===== config.mk =====
export PLATFORM = sky130hd
export DESIGN_NAME = cmu_host_flat
export DESIGN_NICKNAME = d
export VERILOG_FILES = /design/src/cmu_pkg.sv /design/src/cmu_io_if.sv /design/src/cmu_host.sv /design/src/flat_wrapper.sv
export SDC_FILE = /design/constraint.sdc
export NUM_CORES = 1
export LEC_CHECK = 0
export BUFFER_PORTS_ARGS = -buffer_cell sky130_fd_sc_hd__buf_4
export CAP_MARGIN = 20
export CORE_UTILIZATION = 50
export CTS_BUF_LIST = sky130_fd_sc_hd__clkbuf_4 sky130_fd_sc_hd__clkbuf_8
export DETAILED_ROUTE_END_ITERATION = 10
export PLACE_DENSITY = 0.79
export SLEW_MARGIN = 0
export SYNTH_ARGS = -nofsm -noshare
export SYNTH_HDL_FRONTEND = slang
export SYNTH_SLANG_ARGS = --single-unit

===== constraint.sdc =====
create_clock -name clk_sys -period 2.2 [get_ports clk_sys]
set_input_delay 0.33 -clock clk_sys [delete_from_list [all_inputs] [get_ports clk_sys]]
set_output_delay 0.33 -clock clk_sys [all_outputs]
set_load 0.005 [all_outputs]

===== src/cmu_pkg.sv =====
// shared constants and types of the configuration unlock port
package cmu_pkg;

  // i/o bus widths
  localparam int CMU_AW = 16;
  localparam int CMU_DW = 8;

  // port pair decode, primary and alternate base
  localparam logic [15:0] CMU_INDEX_PRI = 16'h03F0;
  localparam logic [15:0] CMU_DATA_PRI  = 16'h03F1;
  localparam logic [15:0] CMU_INDEX_ALT = 16'h0370;
  localparam logic [15:0] CMU_DATA_ALT  = 16'h0371;

  // index-port codes, register count and unclaimed-read value
  localparam logic [7:0] CMU_UNLOCK_CODE = 8'h55;
  localparam logic [7:0] CMU_LOCK_CODE   = 8'hAA;
  localparam logic [7:0] CMU_LAST_REG    = 8'h29;
  localparam logic [7:0] CMU_FLOAT_DATA  = 8'hFF;
  localparam int         CMU_NREG        = 42;

  // host command port, axi4-lite byte offsets
  localparam logic [3:0] CMU_AXI_CMD  = 4'h0;
  localparam logic [3:0] CMU_AXI_STAT = 4'h4;
  localparam int CMU_CMD_ADDR_LSB = 0;
  localparam int CMU_CMD_DATA_LSB = 16;
  localparam int CMU_CMD_OP_LSB   = 24;
  localparam int CMU_STAT_RD_LSB  = 8;
  localparam logic [1:0] CMU_RESP_OKAY   = 2'h0;
  localparam logic [1:0] CMU_RESP_SLVERR = 2'h2;

  // host command codes
  localparam logic [1:0] CMU_OP_WRITE  = 2'h0;
  localparam logic [1:0] CMU_OP_READ   = 2'h1;
  localparam logic [1:0] CMU_OP_UNLOCK = 2'h2;
  localparam logic [1:0] CMU_OP_LOCK   = 2'h3;

  // device unlock states
  typedef enum logic [2:0] {
    CMU_LOCKED = 3'h1,
    CMU_ARMED  = 3'h2,
    CMU_CONFIG = 3'h4
  } cmu_dev_state_type;

  // host sequencer states
  typedef enum logic [3:0] {
    CMU_H_IDLE = 4'h1,
    CMU_H_WR   = 4'h2,
    CMU_H_UNL2 = 4'h4,
    CMU_H_RDW  = 4'h8
  } cmu_host_state_type;

  // power-up value of each configuration register
  function automatic logic [7:0] cmu_default(input int idx);
    logic [7:0] v;
    v = 8'h00;
    case (idx)
      0:  v = 8'h28;
      1:  v = 8'h9C;
      2:  v = 8'h88;
      3:  v = 8'h78;
      6:  v = 8'hFF;
      13: v = 8'h03;
      14: v = 8'h02;
      30: v = 8'h3C;
      32: v = 8'h3C;
      33: v = 8'h3C;
      34: v = 8'h3D;
      default: v = 8'h00;
    endcase
    return v;
  endfunction

endpackage


===== src/cmu_io_if.sv =====
// i/o bus between host sequencer and configuration port
`timescale 1ns/1ps
`default_nettype none
interface cmu_io_if;
  import cmu_pkg::*;
  logic [CMU_AW-1:0] io_addr;   // port address
  logic              io_wr;     // write strobe, one cycle
  logic              io_rd;     // read strobe, one cycle
  logic [CMU_DW-1:0] io_wdata;  // write data
  logic [CMU_DW-1:0] io_rdata;  // read data
  logic              io_rack;   // read claimed, cycle after io_rd

  modport dev (
    input  io_addr, io_wr, io_rd, io_wdata,
    output io_rdata, io_rack
  );
  modport host (
    output io_addr, io_wr, io_rd, io_wdata,
    input  io_rdata, io_rack
  );
endinterface
`default_nettype wire


===== src/cmu_host.sv =====
// host sequencer driving the i/o bus from axi4-lite commands
`timescale 1ns/1ps
`default_nettype none
module cmu_host
  import cmu_pkg::*;
(
  input  wire logic        clk_sys,        // bus clock
  input  wire logic        reset_n,        // async reset
  input  wire logic [3:0]  s_axi_awaddr,   // write address
  input  wire logic        s_axi_awvalid,  // write address valid
  output logic             s_axi_awready,  // write address ready
  input  wire logic [31:0] s_axi_wdata,    // write data
  input  wire logic [3:0]  s_axi_wstrb,    // byte enables
  input  wire logic        s_axi_wvalid,   // write data valid
  output logic             s_axi_wready,   // write data ready
  output logic [1:0]       s_axi_bresp,    // write response
  output logic             s_axi_bvalid,   // write response valid
  input  wire logic        s_axi_bready,   // write response ready
  input  wire logic [3:0]  s_axi_araddr,   // read address
  input  wire logic        s_axi_arvalid,  // read address valid
  output logic             s_axi_arready,  // read address ready
  output logic [31:0]      s_axi_rdata,    // read data
  output logic [1:0]       s_axi_rresp,    // read response
  output logic             s_axi_rvalid,   // read data valid
  input  wire logic        s_axi_rready,   // read data ready
  cmu_io_if.host           io              // i/o bus to device
);

  typedef struct packed {
    cmu_host_state_type hs;
    logic               aw_got;
    logic [3:0]         aw_addr;
    logic               w_got;
    logic [31:0]        w_data;
    logic [3:0]         w_strb;
    logic               awready;
    logic               wready;
    logic               bvalid;
    logic [1:0]         bresp;
    logic               arready;
    logic               rvalid;
    logic [31:0]        rdata;
    logic [1:0]         rresp;
    logic [15:0]        io_addr;
    logic [7:0]         io_wdata;
    logic               io_wr;
    logic               io_rd;
    logic [7:0]         rd_last;
  } cmu_host_st_type;

  cmu_host_st_type s_r;
  cmu_host_st_type s_nxt;

  always_comb begin
    logic [1:0] op;
    logic       busy;
    op      = s_r.w_data[CMU_CMD_OP_LSB +: 2];
    busy    = s_r.hs != CMU_H_IDLE;
    s_nxt   = s_r;
    s_nxt.io_rd = 1'b0;

    // sequencer: one bus cycle per state, no gaps in an unlock
    unique case (s_r.hs)
      CMU_H_IDLE: s_nxt.io_wr = 1'b0;
      CMU_H_WR: begin
        s_nxt.io_wr = 1'b0;
        s_nxt.hs    = CMU_H_IDLE;
      end
      CMU_H_UNL2: begin
        s_nxt.io_wr = 1'b1;
        s_nxt.hs    = CMU_H_WR;
      end
      CMU_H_RDW: begin
        // the port answers one cycle after the strobe; wait that out
        // first, or the claim is missed and FF latched instead
        if (!s_r.io_rd) begin
          // unclaimed read floats high on a real bus
          s_nxt.rd_last = io.io_rack ? io.io_rdata : CMU_FLOAT_DATA;
          s_nxt.hs      = CMU_H_IDLE;
        end
      end
    endcase

    // write channels taken in either order
    if (s_axi_awvalid && s_r.awready) begin
      s_nxt.aw_got  = 1'b1;
      s_nxt.aw_addr = s_axi_awaddr;
    end
    if (s_axi_wvalid && s_r.wready) begin
      s_nxt.w_got  = 1'b1;
      s_nxt.w_data = s_axi_wdata;
      s_nxt.w_strb = s_axi_wstrb;
    end
    if (s_r.bvalid && s_axi_bready) begin
      s_nxt.bvalid = 1'b0;
    end

    // both halves present: act and answer
    if (s_r.aw_got && s_r.w_got && !s_r.bvalid) begin
      s_nxt.aw_got = 1'b0;
      s_nxt.w_got  = 1'b0;
      s_nxt.bvalid = 1'b1;
      s_nxt.bresp  = CMU_RESP_SLVERR;
      if (s_r.aw_addr == CMU_AXI_CMD && s_r.w_strb == 4'hF && !busy) begin
        s_nxt.bresp    = CMU_RESP_OKAY;
        s_nxt.io_addr  = s_r.w_data[CMU_CMD_ADDR_LSB +: 16];
        s_nxt.io_wdata = s_r.w_data[CMU_CMD_DATA_LSB +: 8];
        unique case (op)
          CMU_OP_WRITE: begin
            s_nxt.io_wr = 1'b1;
            s_nxt.hs    = CMU_H_WR;
          end
          CMU_OP_READ: begin
            s_nxt.io_rd = 1'b1;
            s_nxt.hs    = CMU_H_RDW;
          end
          CMU_OP_UNLOCK: begin
            s_nxt.io_wdata = CMU_UNLOCK_CODE;
            s_nxt.io_wr    = 1'b1;
            s_nxt.hs       = CMU_H_UNL2;
          end
          CMU_OP_LOCK: begin
            s_nxt.io_wdata = CMU_LOCK_CODE;
            s_nxt.io_wr    = 1'b1;
            s_nxt.hs       = CMU_H_WR;
          end
        endcase
      end
    end

    // read channel, one outstanding
    if (s_r.rvalid && s_axi_rready) begin
      s_nxt.rvalid = 1'b0;
    end
    if (s_axi_arvalid && s_r.arready) begin
      s_nxt.rvalid = 1'b1;
      s_nxt.rresp  = CMU_RESP_OKAY;
      s_nxt.rdata  = 32'h0000_0000;
      if (s_axi_araddr == CMU_AXI_STAT) begin
        s_nxt.rdata[0] = busy;
        s_nxt.rdata[CMU_STAT_RD_LSB +: 8] = s_r.rd_last;
      end else if (s_axi_araddr == CMU_AXI_CMD) begin
        s_nxt.rdata = s_r.w_data;
      end else begin
        s_nxt.rresp = CMU_RESP_SLVERR;
      end
    end

    s_nxt.awready = !s_nxt.aw_got && !s_nxt.bvalid;
    s_nxt.wready  = !s_nxt.w_got && !s_nxt.bvalid;
    s_nxt.arready = !s_nxt.rvalid;
  end

  always_ff @(posedge clk_sys or negedge reset_n) begin
    if (!reset_n) begin
      s_r    <= '0;
      s_r.hs <= CMU_H_IDLE;
    end else begin
      s_r <= s_nxt;
    end
  end

  assign s_axi_awready = s_r.awready;
  assign s_axi_wready  = s_r.wready;
  assign s_axi_bvalid  = s_r.bvalid;
  assign s_axi_bresp   = s_r.bresp;
  assign s_axi_arready = s_r.arready;
  assign s_axi_rvalid  = s_r.rvalid;
  assign s_axi_rdata   = s_r.rdata;
  assign s_axi_rresp   = s_r.rresp;
  assign io.io_addr    = s_r.io_addr;
  assign io.io_wdata   = s_r.io_wdata;
  assign io.io_wr      = s_r.io_wr;
  assign io.io_rd      = s_r.io_rd;

endmodule
`default_nettype wire


===== src/flat_wrapper.sv =====
// flat-port wrapper written by rule: the top's interface ports become plain ports
module cmu_host_flat import cmu_pkg::*;
  (clk_sys, reset_n, s_axi_awaddr, s_axi_awvalid, s_axi_awready, s_axi_wdata, s_axi_wstrb, s_axi_wvalid, s_axi_wready, s_axi_bresp, s_axi_bvalid, s_axi_bready, s_axi_araddr, s_axi_arvalid, s_axi_arready, s_axi_rdata, s_axi_rresp, s_axi_rvalid, s_axi_rready, io_io_addr, io_io_wr, io_io_rd, io_io_wdata, io_io_rdata, io_io_rack);
  cmu_io_if io_i ();
  input  wire logic clk_sys;
  input  wire logic reset_n;
  input  wire logic [3:0] s_axi_awaddr;
  input  wire logic s_axi_awvalid;
  output logic s_axi_awready;
  input  wire logic [31:0] s_axi_wdata;
  input  wire logic [3:0] s_axi_wstrb;
  input  wire logic s_axi_wvalid;
  output logic s_axi_wready;
  output logic [1:0] s_axi_bresp;
  output logic s_axi_bvalid;
  input  wire logic s_axi_bready;
  input  wire logic [3:0] s_axi_araddr;
  input  wire logic s_axi_arvalid;
  output logic s_axi_arready;
  output logic [31:0] s_axi_rdata;
  output logic [1:0] s_axi_rresp;
  output logic s_axi_rvalid;
  input  wire logic s_axi_rready;
  output wire logic [$bits(io_i.io_addr)-1:0] io_io_addr;
  output wire logic [$bits(io_i.io_wr)-1:0] io_io_wr;
  output wire logic [$bits(io_i.io_rd)-1:0] io_io_rd;
  output wire logic [$bits(io_i.io_wdata)-1:0] io_io_wdata;
  input wire logic [$bits(io_i.io_rdata)-1:0] io_io_rdata;
  input wire logic [$bits(io_i.io_rack)-1:0] io_io_rack;
  assign io_io_addr = io_i.io_addr;
  assign io_io_wr = io_i.io_wr;
  assign io_io_rd = io_i.io_rd;
  assign io_io_wdata = io_i.io_wdata;
  assign io_i.io_rdata = io_io_rdata;
  assign io_i.io_rack = io_io_rack;
  cmu_host u_core (.clk_sys(clk_sys), .reset_n(reset_n), .s_axi_awaddr(s_axi_awaddr), .s_axi_awvalid(s_axi_awvalid), .s_axi_awready(s_axi_awready), .s_axi_wdata(s_axi_wdata), .s_axi_wstrb(s_axi_wstrb), .s_axi_wvalid(s_axi_wvalid), .s_axi_wready(s_axi_wready), .s_axi_bresp(s_axi_bresp), .s_axi_bvalid(s_axi_bvalid), .s_axi_bready(s_axi_bready), .s_axi_araddr(s_axi_araddr), .s_axi_arvalid(s_axi_arvalid), .s_axi_arready(s_axi_arready), .s_axi_rdata(s_axi_rdata), .s_axi_rresp(s_axi_rresp), .s_axi_rvalid(s_axi_rvalid), .s_axi_rready(s_axi_rready), .io(io_i));
endmodule

Yosys cells after proc, flatten, opt, wreduce, memory -nomap -nowiden
Cells that the tools add are included.
Widths: inputs -> output; s select.
{"block": "totals", "elab_cells": 82, "reg_bits": 121, "in_bits": 60}
{"block": "classes", "mux": 27, "eq_ne": 10, "reduce_logical": 25, "bitwise": 1}
{"op": "$mux 37", "count": 1}
{"op": "$mux 35", "count": 1}
{"op": "$mux 32", "count": 1}
{"op": "$pmux 4 s3", "count": 2}
{"op": "$mux 16", "count": 1}
{"op": "$mux 8", "count": 2}
{"op": "$pmux 8 s2", "count": 1}
{"op": "$logic_and 1x1->1", "count": 11}
{"op": "$mux 2", "count": 5}
{"op": "$mux 5", "count": 2}
{"op": "$eq 4x3->1 const B", "count": 2}
{"op": "$eq 4x4->1 const B", "count": 2}
{"op": "$logic_not 4->1", "count": 2}
{"op": "$mux 4", "count": 2}
{"op": "$mux 7", "count": 1}
{"op": "$logic_not 1->1", "count": 6}
{"op": "$mux 1", "count": 6}
{"op": "$eq 2x2->1 const B", "count": 2}
{"op": "$eq 4x1->1 const B", "count": 1}
{"op": "$eq 4x2->1 const B", "count": 1}
{"op": "$ne 4x1->1 const B", "count": 1}
{"op": "$reduce_and 2->1", "count": 2}
{"op": "$reduce_or 2->1", "count": 2}
{"op": "$mux 3", "count": 1}
{"op": "5 further kinds", "count": 5}

Longest topological paths before layout
Gate-level depths: netlist of run 1.
{"block": "depth", "word_depth": 7, "ltp_mapped": 5, "ltp_nobuf": 4}

Worst setup path after synthesis of run 1
Ideal clock, no wire load.
{"block": "synth_timing", "path_kind": "flip-flop to flip-flop", "from": "register u_core.s_r[117] (netlist name)", "to": "register u_core.s_r (netlist bit u_core.io.io_addr[0])", "path_slack_ns": -0.035, "t_arrival_ns": 2.110, "stages_incl_launch_ff": 6, "cell_sequence": "dfstp_2 or4b_4 or4_4 buf_6 buf_8 mux2_4"}
{"block": "synth_via", "elab_chain_len": 4}
{"element": "start: declaration", "line": "cmu_host.sv:51", "rtl": "cmu_host_st_type s_r;"}
{"element": "start signal: assignment", "line": "cmu_host.sv:159", "rtl": "s_r <= s_nxt;"}
{"element": "$ne 4x1->1", "line": "cmu_host.sv:58", "rtl": "busy = s_r.hs != CMU_H_IDLE;"}
{"element": "$logic_not 1->1", "line": "cmu_host.sv:104", "rtl": "if (s_r.aw_addr == CMU_AXI_CMD && s_r.w_strb == 4'hF && !busy) begin"}
{"element": "$logic_and 1x1->1", "line": "cmu_host.sv:104"}
{"element": "$reduce_and 2->1 (no source line)"}
No other way between the ends.
A chain may end at the register's enable or synchronous reset.

Worst setup path after layout of run 1
{"block": "layout_timing", "from": "register u_core.s_r[117] (netlist name)", "to": "register u_core.s_r (netlist bit u_core.io.io_addr[5])"}
The elaborated chain is that of the path after synthesis.

==> impl_metrics.tcl, run 1 <==
set metrics [dict create \
    largest_family_of_logic_cells_by_synthesized_area "multiplexers" \
    num_antenna_cells 0 \
    drt-wirelength-per-cell_um 17.06 \
    timing_worst_setup_path_type "flip-flop to flip-flop" \
    synth.top_cells.by_area "dfrtp_1 57%, mux2_2 9.3%, buf_4 8.6%" \
    post-synth-top-area-fraction 0.5653 \
    power_mw 6.010 \
    via_count 3311 \
    syn_area_per_cell_um2 12.68 \
    floorplan.io_pins 127 \
    clock.fmax_ghz 0.4661 \
    final-instance-count-excl-fill 637 \
    hp-class "input port to flip-flop" \
    tritoncts "done" \
    clk_path_buf_depth 2 \
    drcViolationCount 0 \
    outcome "complete, no violations" \
    numCtsBuffers 17 \
    yosysTopAreaCell "dfrtp_1" \
    skew_final_ns 0.007963 \
    place_inst 603 \
    final.fill_count 810 \
    initial_utilization 0.5248 \
    number_of_maximum_capacitance_constraint_violations 0 \
    post_synth_xor_area_fraction 0 \
    final_nets 554 \
    clk_root_buffer_cell "clkbuf_8" \
    grt-ovfl-total 0 \
    timing.critical_path.from_type "flip-flop" \
    std_cell_rows 36 \
    postSynth.asyncResetShare 1.000 \
    synth-warning-count 0 \
    die_width_um 104.2 \
    finalMaxSlewViolations 0 \
    number_of_cells_traversed_by_the_worst_hold_path 3 \
    synth-compound-area-share 0.1016 \
    finalCritPeriodShare 0.9752 \
    fp.dieH_um 104.2 \
    power_per_standard_cell_area_nw_per_um2 952.7 \
    worst-endpoint-required_ns 2.51 \
    cellLeakagePower_nw 3.185 \
    cts_sinks 119 \
    critical_path_arrival_ns 2.45 \
    number_of_flip_flops_and_latches_in_the_synthesized_netlist 119 \
    clock_insertion_delay_worst_skew_ns 0.42 \
    cts.clk_slew.worst_paths_ns 0.07 \
    final-setup-viol-count 0 \
    muxShareOfSynthArea 0.1540 \
    layout-drive-gt1-share 0.4663 \
    via_count_of_the_first_global_routing_pass 3545 \
    initialDrtViolationCount 112 \
    synthSimpleGateAreaFrac 0.04407 \
    rsz0062_at_grt "false" \
    cp_max_fo 13 \
    synthesis.area_um2 5224 \
    htreeDepth 4 \
    io_buffer_count 124 \
    final_antenna_net_count 0 \
    timing_hold_violations_final 0 \
    drt_wirelength_um 10870 \
    synthFlopType "dfrtp_1" \
    syn-instance-count 412 \
    global_route.usage.total 0.2129 \
    period_needed_ns 2.145 \
    core_area_um2 9955 \
    largest_net_degree_at_the_start_of_global_routing 49 \
    r2r_setup_slack_ns 0.05 \
    end_kind "flip-flop" \
    synth.yosys.seq_area_share 0.5703 \
    yosys.area_share.adder 0.007186 \
    wire_length_of_the_first_global_routing_pass_um 17810 \
    synth_edf_count 0 \
    post_synth_num_cell_types 37 \
    design.die.area_um2 10860 \
    cts_setup_buffers 0 \
    dp_hpwl_um 7475 \
    place_congestion 0.7882 \
    drt_pre_antenna_iters 4 \
    antenna_found_initial 0 \
    rr_worst_depth 3 \
    vdd_ir_drop_max_v 0.0007226 \
    vias_cell 5.198 \
    flow.area_growth_from_synthesis_pct 20.77 \
]
==> synth_stat cells, drive strengths merged (4+ instances only) <==
master / instances
buf: 65
mux2i: 14
a22o: 24
dfrtp: 118
clkbuf: 16
nor2: 4
o31ai: 9
nand2: 21
mux2: 55
inv: 22
a41oi: 8
a21oi: 10
o21ai: 17
==> stage by stage <==
step           hold slack (ns)  setup WS, ns  setup TNS, ns  cell area (µm²)  utilization
3_3_place_gp            0.3153      0.007874              0             5914       0.5941
4_1_cts                0.08010       0.05313              0             6309       0.6337
5_1_grt                0.09907      0.008115              0             6309       0.6337
6_report                0.1137       0.05450              0             6309       0.6337
3_5_place_dp            0.3326      -0.04133        -0.3102             5914       0.5941
2_1_floorplan          0.03441     -0.002179       -0.02179             5228            -
==> state kept, by name, indices dropped and copies added (netlist names) <==
name	flops
u_core.s_axi_rresp	1
u_core.s_r	54
u_core.s_axi_bvalid	1
u_core.io.io_rd	1
u_core.s_axi_wready	1
u_core.s_axi_bresp	1
u_core.io.io_wr	1
u_core.s_axi_arready	1
u_core.io.io_addr	16
u_core.s_axi_awready	1
u_core.io.io_wdata	8
u_core.s_axi_rvalid	1
u_core.s_axi_rdata	32
==> where the power goes <==
| part | internal (mW) | switching, mW | leakage, nW |
|---|---|---|---|
| logic | 0.654 | 0.516 | 1.49 |
| registers | 2.66 | 0.345 | 1.50 |
| clock network | 1.01 | 0.827 | 0.195 |
==> repair_timing <==
item	CTS	global route
endpoints found under the setup margin	21	0
endpoints found under the hold margin	33	0
hold buffers	1	0
resized for setup	1	0
==> final timing paths <==
| path | from | to |
|---|---|---|
| worst max-delay path | u_core.s_r[117]$_DFF_PN1_ | u_core.io.io_addr[5]$_DFFE_PN0P_ |
| worst min register to register | u_core.s_axi_rdata[10]$_DFFE_PN0P_ | u_core.s_axi_rdata[10]$_DFFE_PN0P_ |
| max in group asynchronous | reset_n | u_core.s_axi_rdata[26]$_DFFE_PN0P_ |
| min in group asynchronous | reset_n | u_core.s_r[85]$_DFFE_PN0P_ |
| worst max register to register | u_core.s_r[117]$_DFF_PN1_ | u_core.io.io_addr[5]$_DFFE_PN0P_ |
| worst min-delay path | s_axi_wdata[23] | u_core.s_r[102]$_DFFE_PN0P_ |
==> kinds of logic after synthesis <==
group / count (synthesis)
other cells: 1
buf+inv: 103
compound gates: 74
flops: 119
mux: 69
fa+ha+maj: 3
simple gates: 43
==> area by class of cell <==
cell class,count,area [µm²],share of cell area
Sequential cell,119,2979,0.4722
Multi-Input combinational cell,192,1637,0.2594
Timing Repair Buffer,139,1071,0.1698
Clock buffer,23,297.8,0.04720
Tap cell,133,166.4,0.02638
Inverter,22,82.58,0.01309
Clock inverter,9,75.07,0.01190
==> cell usage in the layout, fill, tap and decap left out, types with 2 or more instances in the layout <==
| cell type | n |
|---|---|
| mux2i_1 | 14 |
| buf_4 | 136 |
| inv_1 | 22 |
| o21a_1 | 3 |
| mux2_2 | 43 |
| dfrtp_1 | 118 |
| clkbuf_8 | 20 |
| mux2_4 | 12 |
| nor2_1 | 4 |
| clkinvlp_4 | 2 |
| o21ai_0 | 17 |
| a22o_1 | 24 |
| or4_4 | 2 |
| ha_1 | 3 |
| nand2_1 | 20 |
| o31ai_1 | 9 |
| clkbuf_4 | 3 |
| conb_1 | 2 |
| nor2b_1 | 3 |
| a41oi_1 | 8 |
| a21oi_1 | 10 |
| buf_12 | 2 |
| clkinv_2 | 6 |
==> per-layer routing <==
metal,global-route usage,vias up,share of wire
li1,-,1534,-
met1,0.2724,1672,0.44
met2,0.3476,90,0.51
met3,0.05263,15,0.038
met4,0.08571,0,0.016
met5,0,-,0
==> worst max-delay path: stages, from the launching register on <==
cell,delay (ns)
dfstp_2,0.53
or4b_4,0.49
or4_4,0.66
mux2_4,0.35
Power figures use the tool's default switching activity.
==> run 2, diff against run 1 <==
BUFFER_PORTS_ARGS = -buffer_cell sky130_fd_sc_hd__clkbuf_2   (was -buffer_cell sky130_fd_sc_hd__buf_4)
==> run 2 against run 1 <==
Final cell count shrank 0.16%; largest power group unchanged; largest cell class unchanged; core utilization down 2.2 points; combinational power down 9%; sequential share of layout area is 1.7 points higher; critical path type unchanged; non-clock buffer count stayed put; via count shrank 0.66%; sequential power hardly changed; global-route usage decreased by 0.64 points; register-to-register slack worse by 0.02 ns; highest routed layer unchanged; die area unchanged.
==> impl_metrics.tcl, run 2 (synthesis gave the netlist of run 1 again) <==
set metrics [dict create \
    power_mw 6.246 \
    floorplan.io_pins 127 \
    fin_util 0.6117 \
    global_route.usage.total 0.2065 \
    htreeDepth 4 \
    end_kind "flip-flop" \
    final_cell_mix "123 x clkbuf_2, 118 x dfrtp_1, 43 x mux2_2, 24 x a22o_1, 22 x inv_1" \
    timing.critical_path.from_type "flip-flop" \
    final.fill_count 802 \
    clk_path_buf_depth 2 \
    vdd_ir_drop_max_v 0.0006250 \
    grt-ovfl-total 0 \
    worst-endpoint-required_ns 2.51 \
    number_of_maximum_capacitance_constraint_violations 0 \
    tritoncts "done" \
    final.setup.worst_slack_ns 0.03831 \
    final_antenna_net_count 0 \
    fp.dieH_um 104.2 \
    initialDrtViolationCount 136 \
    timing_worst_setup_path_type "flip-flop to flip-flop" \
    numCtsBuffers 17 \
    skew_final_ns 0.01118 \
    initial_utilization 0.5248 \
    drcViolationCount 0 \
    top_signal_layer_used "met4" \
    final-setup-viol-count 0 \
    cts.clk_slew.worst_paths_ns 0.08 \
    vias_cell 5.171 \
    wl_met2_um 5218 \
    flip_flop_count_of_the_largest_register_all_copies_and_words_added 54 \
    final-instance-count-excl-fill 636 \
    cp_max_fo 28 \
    flow.area_growth_from_synthesis_pct 16.57 \
    clk_root_buffer_cell "clkbuf_8" \
    clock_insertion_delay_worst_skew_ns 0.43 \
    worst_pin_slew_ns 0.4995 \
    place_congestion 0.7375 \
    cts_sinks 119 \
    critical_path_arrival_ns 2.47 \
    finalMaxSlewViolations 0 \
    drt_pre_antenna_iters 4 \
    layout-drive-gt1-share 0.4652 \
    dp_hpwl_um 7135 \
    power_per_standard_cell_area_nw_per_um2 1026 \
    drt-wirelength-per-cell_um 16.34 \
    hp-class "input port to flip-flop" \
    io_buffer_count 124 \
    largest_net_degree_at_the_start_of_global_routing 38 \
    design.die.area_um2 10860 \
    wire_length_of_the_first_global_routing_pass_um 17100 \
    drt_wirelength_um 10390 \
    place_inst 603 \
    rsz0062_at_grt "false" \
    via_count 3289 \
    wl_met3_um 549 \
    period_needed_ns 2.162 \
    std_cell_rows 36 \
    postCtsResizedCells 0 \
    timing.slew.headroom 0.6639 \
    antenna_found_initial 0 \
    dp_worst_setup_slack_ns 0.06324 \
    finalCritPeriodShare 0.9826 \
    top_register "u_core.s_r" \
    via_count_of_the_first_global_routing_pass 3342 \
    core_area_um2 9955 \
    clock.fmax_ghz 0.4626 \
    die_width_um 104.2 \
    final_nets 553 \
    num_antenna_cells 0 \
    outcome "complete, no violations" \
    cellLeakagePower_nw 3.125 \
    detail_route.wirelength.met1_um 4487 \
    layout.cells.most_common "clkbuf_2" \
    timing_hold_violations_final 0 \
]
[run 2: per-layer routing]
| layer | up-vias | track usage |
|---|---|---|
| li1 | 1533 | - |
| met2 | 120 | 0.3348 |
| met1 | 1621 | 0.2621 |
| met3 | 15 | 0.06015 |
| met4 | 0 | 0.07857 |
| met5 | - | 0 |
[run 2: critical path, stage by stage, from the launching register on]
cell and delay (ns):
dfstp_2 0.53, or4b_4 0.47, or4_4 0.51, buf_12 0.19, mux2_4 0.32
[run 2: cell type report]
type,count,area [µm²],share of cell area
flip-flops and latches,119,2979,0.4892
well taps,133,166.4,0.02733
clock inverters,14,200.2,0.03287
multi-input cells,191,1625,0.2669
clock buffers,18,247.7,0.04068
inverters,22,82.58,0.01356
repair buffers,139,788.3,0.1294
[run 2: worst paths after layout]
check	startpoint	to	slack, ns	cells after the start
worst max-delay path	u_core.s_r[117]$_DFF_PN1_	u_core.io.io_addr[2]$_DFFE_PN0P_	0.04	4
worst min register to register	u_core.s_axi_rdata[0]$_DFFE_PN0P_	u_core.s_axi_rdata[0]$_DFFE_PN0P_	0.48	2
worst min-delay path	s_axi_wdata[23]	u_core.s_r[102]$_DFFE_PN0P_	0.11	3
max in group asynchronous	reset_n	u_core.s_r[117]$_DFF_PN1_	1.17	3
min in group asynchronous	reset_n	u_core.s_axi_rdata[18]$_DFFE_PN0P_	0.41	2
worst max register to register	u_core.s_r[117]$_DFF_PN1_	u_core.io.io_addr[2]$_DFFE_PN0P_	0.04	4
[run 2: power breakdown]
part           internal (mW)  total, mW  switching (mW)
clock                   1.27       2.17           0.895
combinational          0.587       1.07           0.483
sequential              2.66       3.01           0.348
total                   4.52       6.25            1.73
[run 2: per-stage QoR]
step	hold slack (ns)	instance area [µm²]	TNS, ns
2_1_floorplan	0.03441	5228	-0.02179
3_3_place_gp	0.3259	5632	0
3_5_place_dp	0.3338	5632	0
4_1_cts	0.08363	6090	0
5_1_grt	0.07733	6090	0
6_report	0.1115	6090	0
[run 2: timing repair]
action                    4_1_cts  5_1_grt
buffers inserted                0        0
hold endpoints to repair       33        0
hold buffers                    1        0
==> run 3, diff against run 2 <==
CORE_MARGIN = 3   (was unset)
==> run 3 against run 2 <==
Clock power is 22% lower; critical path depth stayed put; setup slack better by 0.018 ns; power is 7.4% lower; via count is 0.40% higher; critical path type unchanged; clock skew is 0.0039 ns higher.
==> impl_metrics.tcl, run 3 (synthesis gave the netlist of run 1 again) <==
set metrics [dict create \
    number_of_maximum_capacitance_constraint_violations 0 \
    top_register "u_core.s_r" \
    vias_cell 5.192 \
    outcome "complete, no violations" \
    r2r_path_end "u_core.io.io_addr[5]$_DFFE_PN0P_" \
    htreeDepth 4 \
    via_count_of_the_first_global_routing_pass 3405 \
    final_antenna_net_count 0 \
    initial_utilization 0.5248 \
    power_mw 5.785 \
    skew_final_ns 0.01506 \
    final_cell_area_um2 5978 \
    place_congestion 0.7488 \
    largest_net_degree_at_the_start_of_global_routing 47 \
    drt-wirelength-per-cell_um 16.44 \
    r2r_setup_slack_ns 0.06 \
    final_cell_mix "123 x clkbuf_2, 118 x dfrtp_1, 43 x mux2_2, 24 x a22o_1, 22 x inv_1" \
    std_cell_rows 36 \
    final.setup.worst_slack_ns 0.05606 \
    rr_worst_depth 4 \
    postPlaceCellArea_um2 5619 \
    cp_max_fo 28 \
    final_nets 553 \
    place_inst 603 \
    clk_path_buf_depth 2 \
    flow.area_growth_from_synthesis_pct 14.44 \
    hp-class "input port to flip-flop" \
    timing_hold_violations_final 0 \
    grt-busiest-layer "met2" \
    period_needed_ns 2.144 \
    cts_sinks 119 \
    die_width_um 108.2 \
    numCtsBuffers 17 \
    fin_util 0.6006 \
    floorplan.io_pins 127 \
    via_count 3302 \
    timing.critical_path.from_type "flip-flop" \
    timing_worst_setup_path_type "flip-flop to flip-flop" \
    final-setup-viol-count 0 \
    drt_pre_antenna_iters 6 \
    grt-ovfl-total 0 \
    end_kind "flip-flop" \
    dp_hpwl_um 7281 \
    vdd_ir_drop_max_v 0.0006221 \
    finalCritPeriodShare 0.9745 \
    design.die.area_um2 11710 \
    antenna_found_initial 0 \
    clock.fmax_ghz 0.4664 \
    rsz0062_at_grt "false" \
    cp-startpoint "u_core.s_r[117]$_DFF_PN1_" \
    postCtsResizedCells 0 \
    fp.dieH_um 108.2 \
    fin_hold_ws_ns 0.1154 \
    final-instance-count-excl-fill 636 \
    worst-endpoint-required_ns 2.51 \
    clk_root_buffer_cell "clkbuf_8" \
    flip_flop_count_of_the_largest_register_all_copies_and_words_added 54 \
    power_per_standard_cell_area_nw_per_um2 967.7 \
    core_area_um2 9955 \
    global_route.usage.total 0.1925 \
    dp_worst_setup_slack_ns 0.06444 \
    finalMaxSlewViolations 0 \
    drcViolationCount 0 \
    timing.slew.headroom 0.6584 \
    cts.clk_slew.worst_paths_ns 0.07 \
    tritoncts "done" \
    layout-drive-gt1-share 0.4652 \
    grt.met1_usage 0.2440 \
    grt_use_met3 0.05313 \
    initialDrtViolationCount 156 \
    num_antenna_cells 0 \
    worst_setup_path_endpoint "u_core.io.io_addr[5]$_DFFE_PN0P_" \
    wire_length_of_the_first_global_routing_pass_um 17040 \
    layout.cells.most_common "clkbuf_2" \
    drt_wirelength_um 10460 \
    cellLeakagePower_nw 3.086 \
    io_buffer_count 124 \
    clock_insertion_delay_worst_skew_ns 0.43 \
    worst_pin_slew_ns 0.5124 \
    met2_usage 0.3131 \
    fin_tns_setup_ns 0 \
    crit-reg2reg-launch "u_core.s_r[117]$_DFF_PN1_" \
    critical_path_arrival_ns 2.45 \
]
==> run 3: changes by cell type in the layout (fill, tap and decap cells not counted), sizes merged <==
cell / change
inv: -1
clkbuf: +2
clkinv: +4
clkinvlp: -1
bufinv: -4
==> run 3: critical path, cell delays in order (launching register included) <==
cell and delay (ns):
dfstp_2 0.53, or4b_4 0.46, or4_4 0.51, buf_12 0.20
mux2_4 0.31
==> run 3: layout make-up <==
class / count / area, µm²
Fill cell: 818 / 3976
Multi-Input combinational cell: 191 / 1625
Clock inverter: 12 / 80.08
Clock buffer: 20 / 269.0
Timing Repair Buffer: 139 / 775.7
Sequential cell: 119 / 2979
Inverter: 22 / 82.58
Tap cell: 133 / 166.4
==> run 3: how the worst min path moves through the flow <==
stage / from / endpoint / slack (ns) / cells past startpoint
finish: s_axi_wdata[23] / u_core.s_r[102]$_DFFE_PN0P_ / 0.12 / 3
global route: s_axi_wdata[20] / u_core.s_r[99]$_DFFE_PN0P_ / 0.11 / 2
CTS: s_axi_wdata[23] / u_core.s_r[102]$_DFFE_PN0P_ / 0.08 / 3
detailed placement: reset_n / u_core.io.io_addr[5]$_DFFE_PN0P_ / 0.34 / 1
global placement: reset_n / u_core.io.io_addr[3]$_DFFE_PN0P_ / 0.33 / 1
floorplan: reset_n / u_core.io.io_addr[0]$_DFFE_PN0P_ / 0.03 / 0
==> run 3: power by group <==
part / switching [mW] / internal, mW
logic: 0.488 / 0.586
registers: 0.347 / 2.66
clock network: 0.861 / 0.842
total: 1.70 / 4.09
==> run 3: metal layers <==
metal / vias up / share of wire
met2: 91 / 0.50
li1: 1533 / -
met1: 1660 / 0.43
met4: 0 / 0.020
met5: - / 0
met3: 18 / 0.049
==> run 3: what timing repair did <==
action / CTS / global route
hold endpoints to repair: 37 / 0
setup endpoints to repair: 0 / 0
hold buffers: 1 / 0
setup buffers: 0 / 0
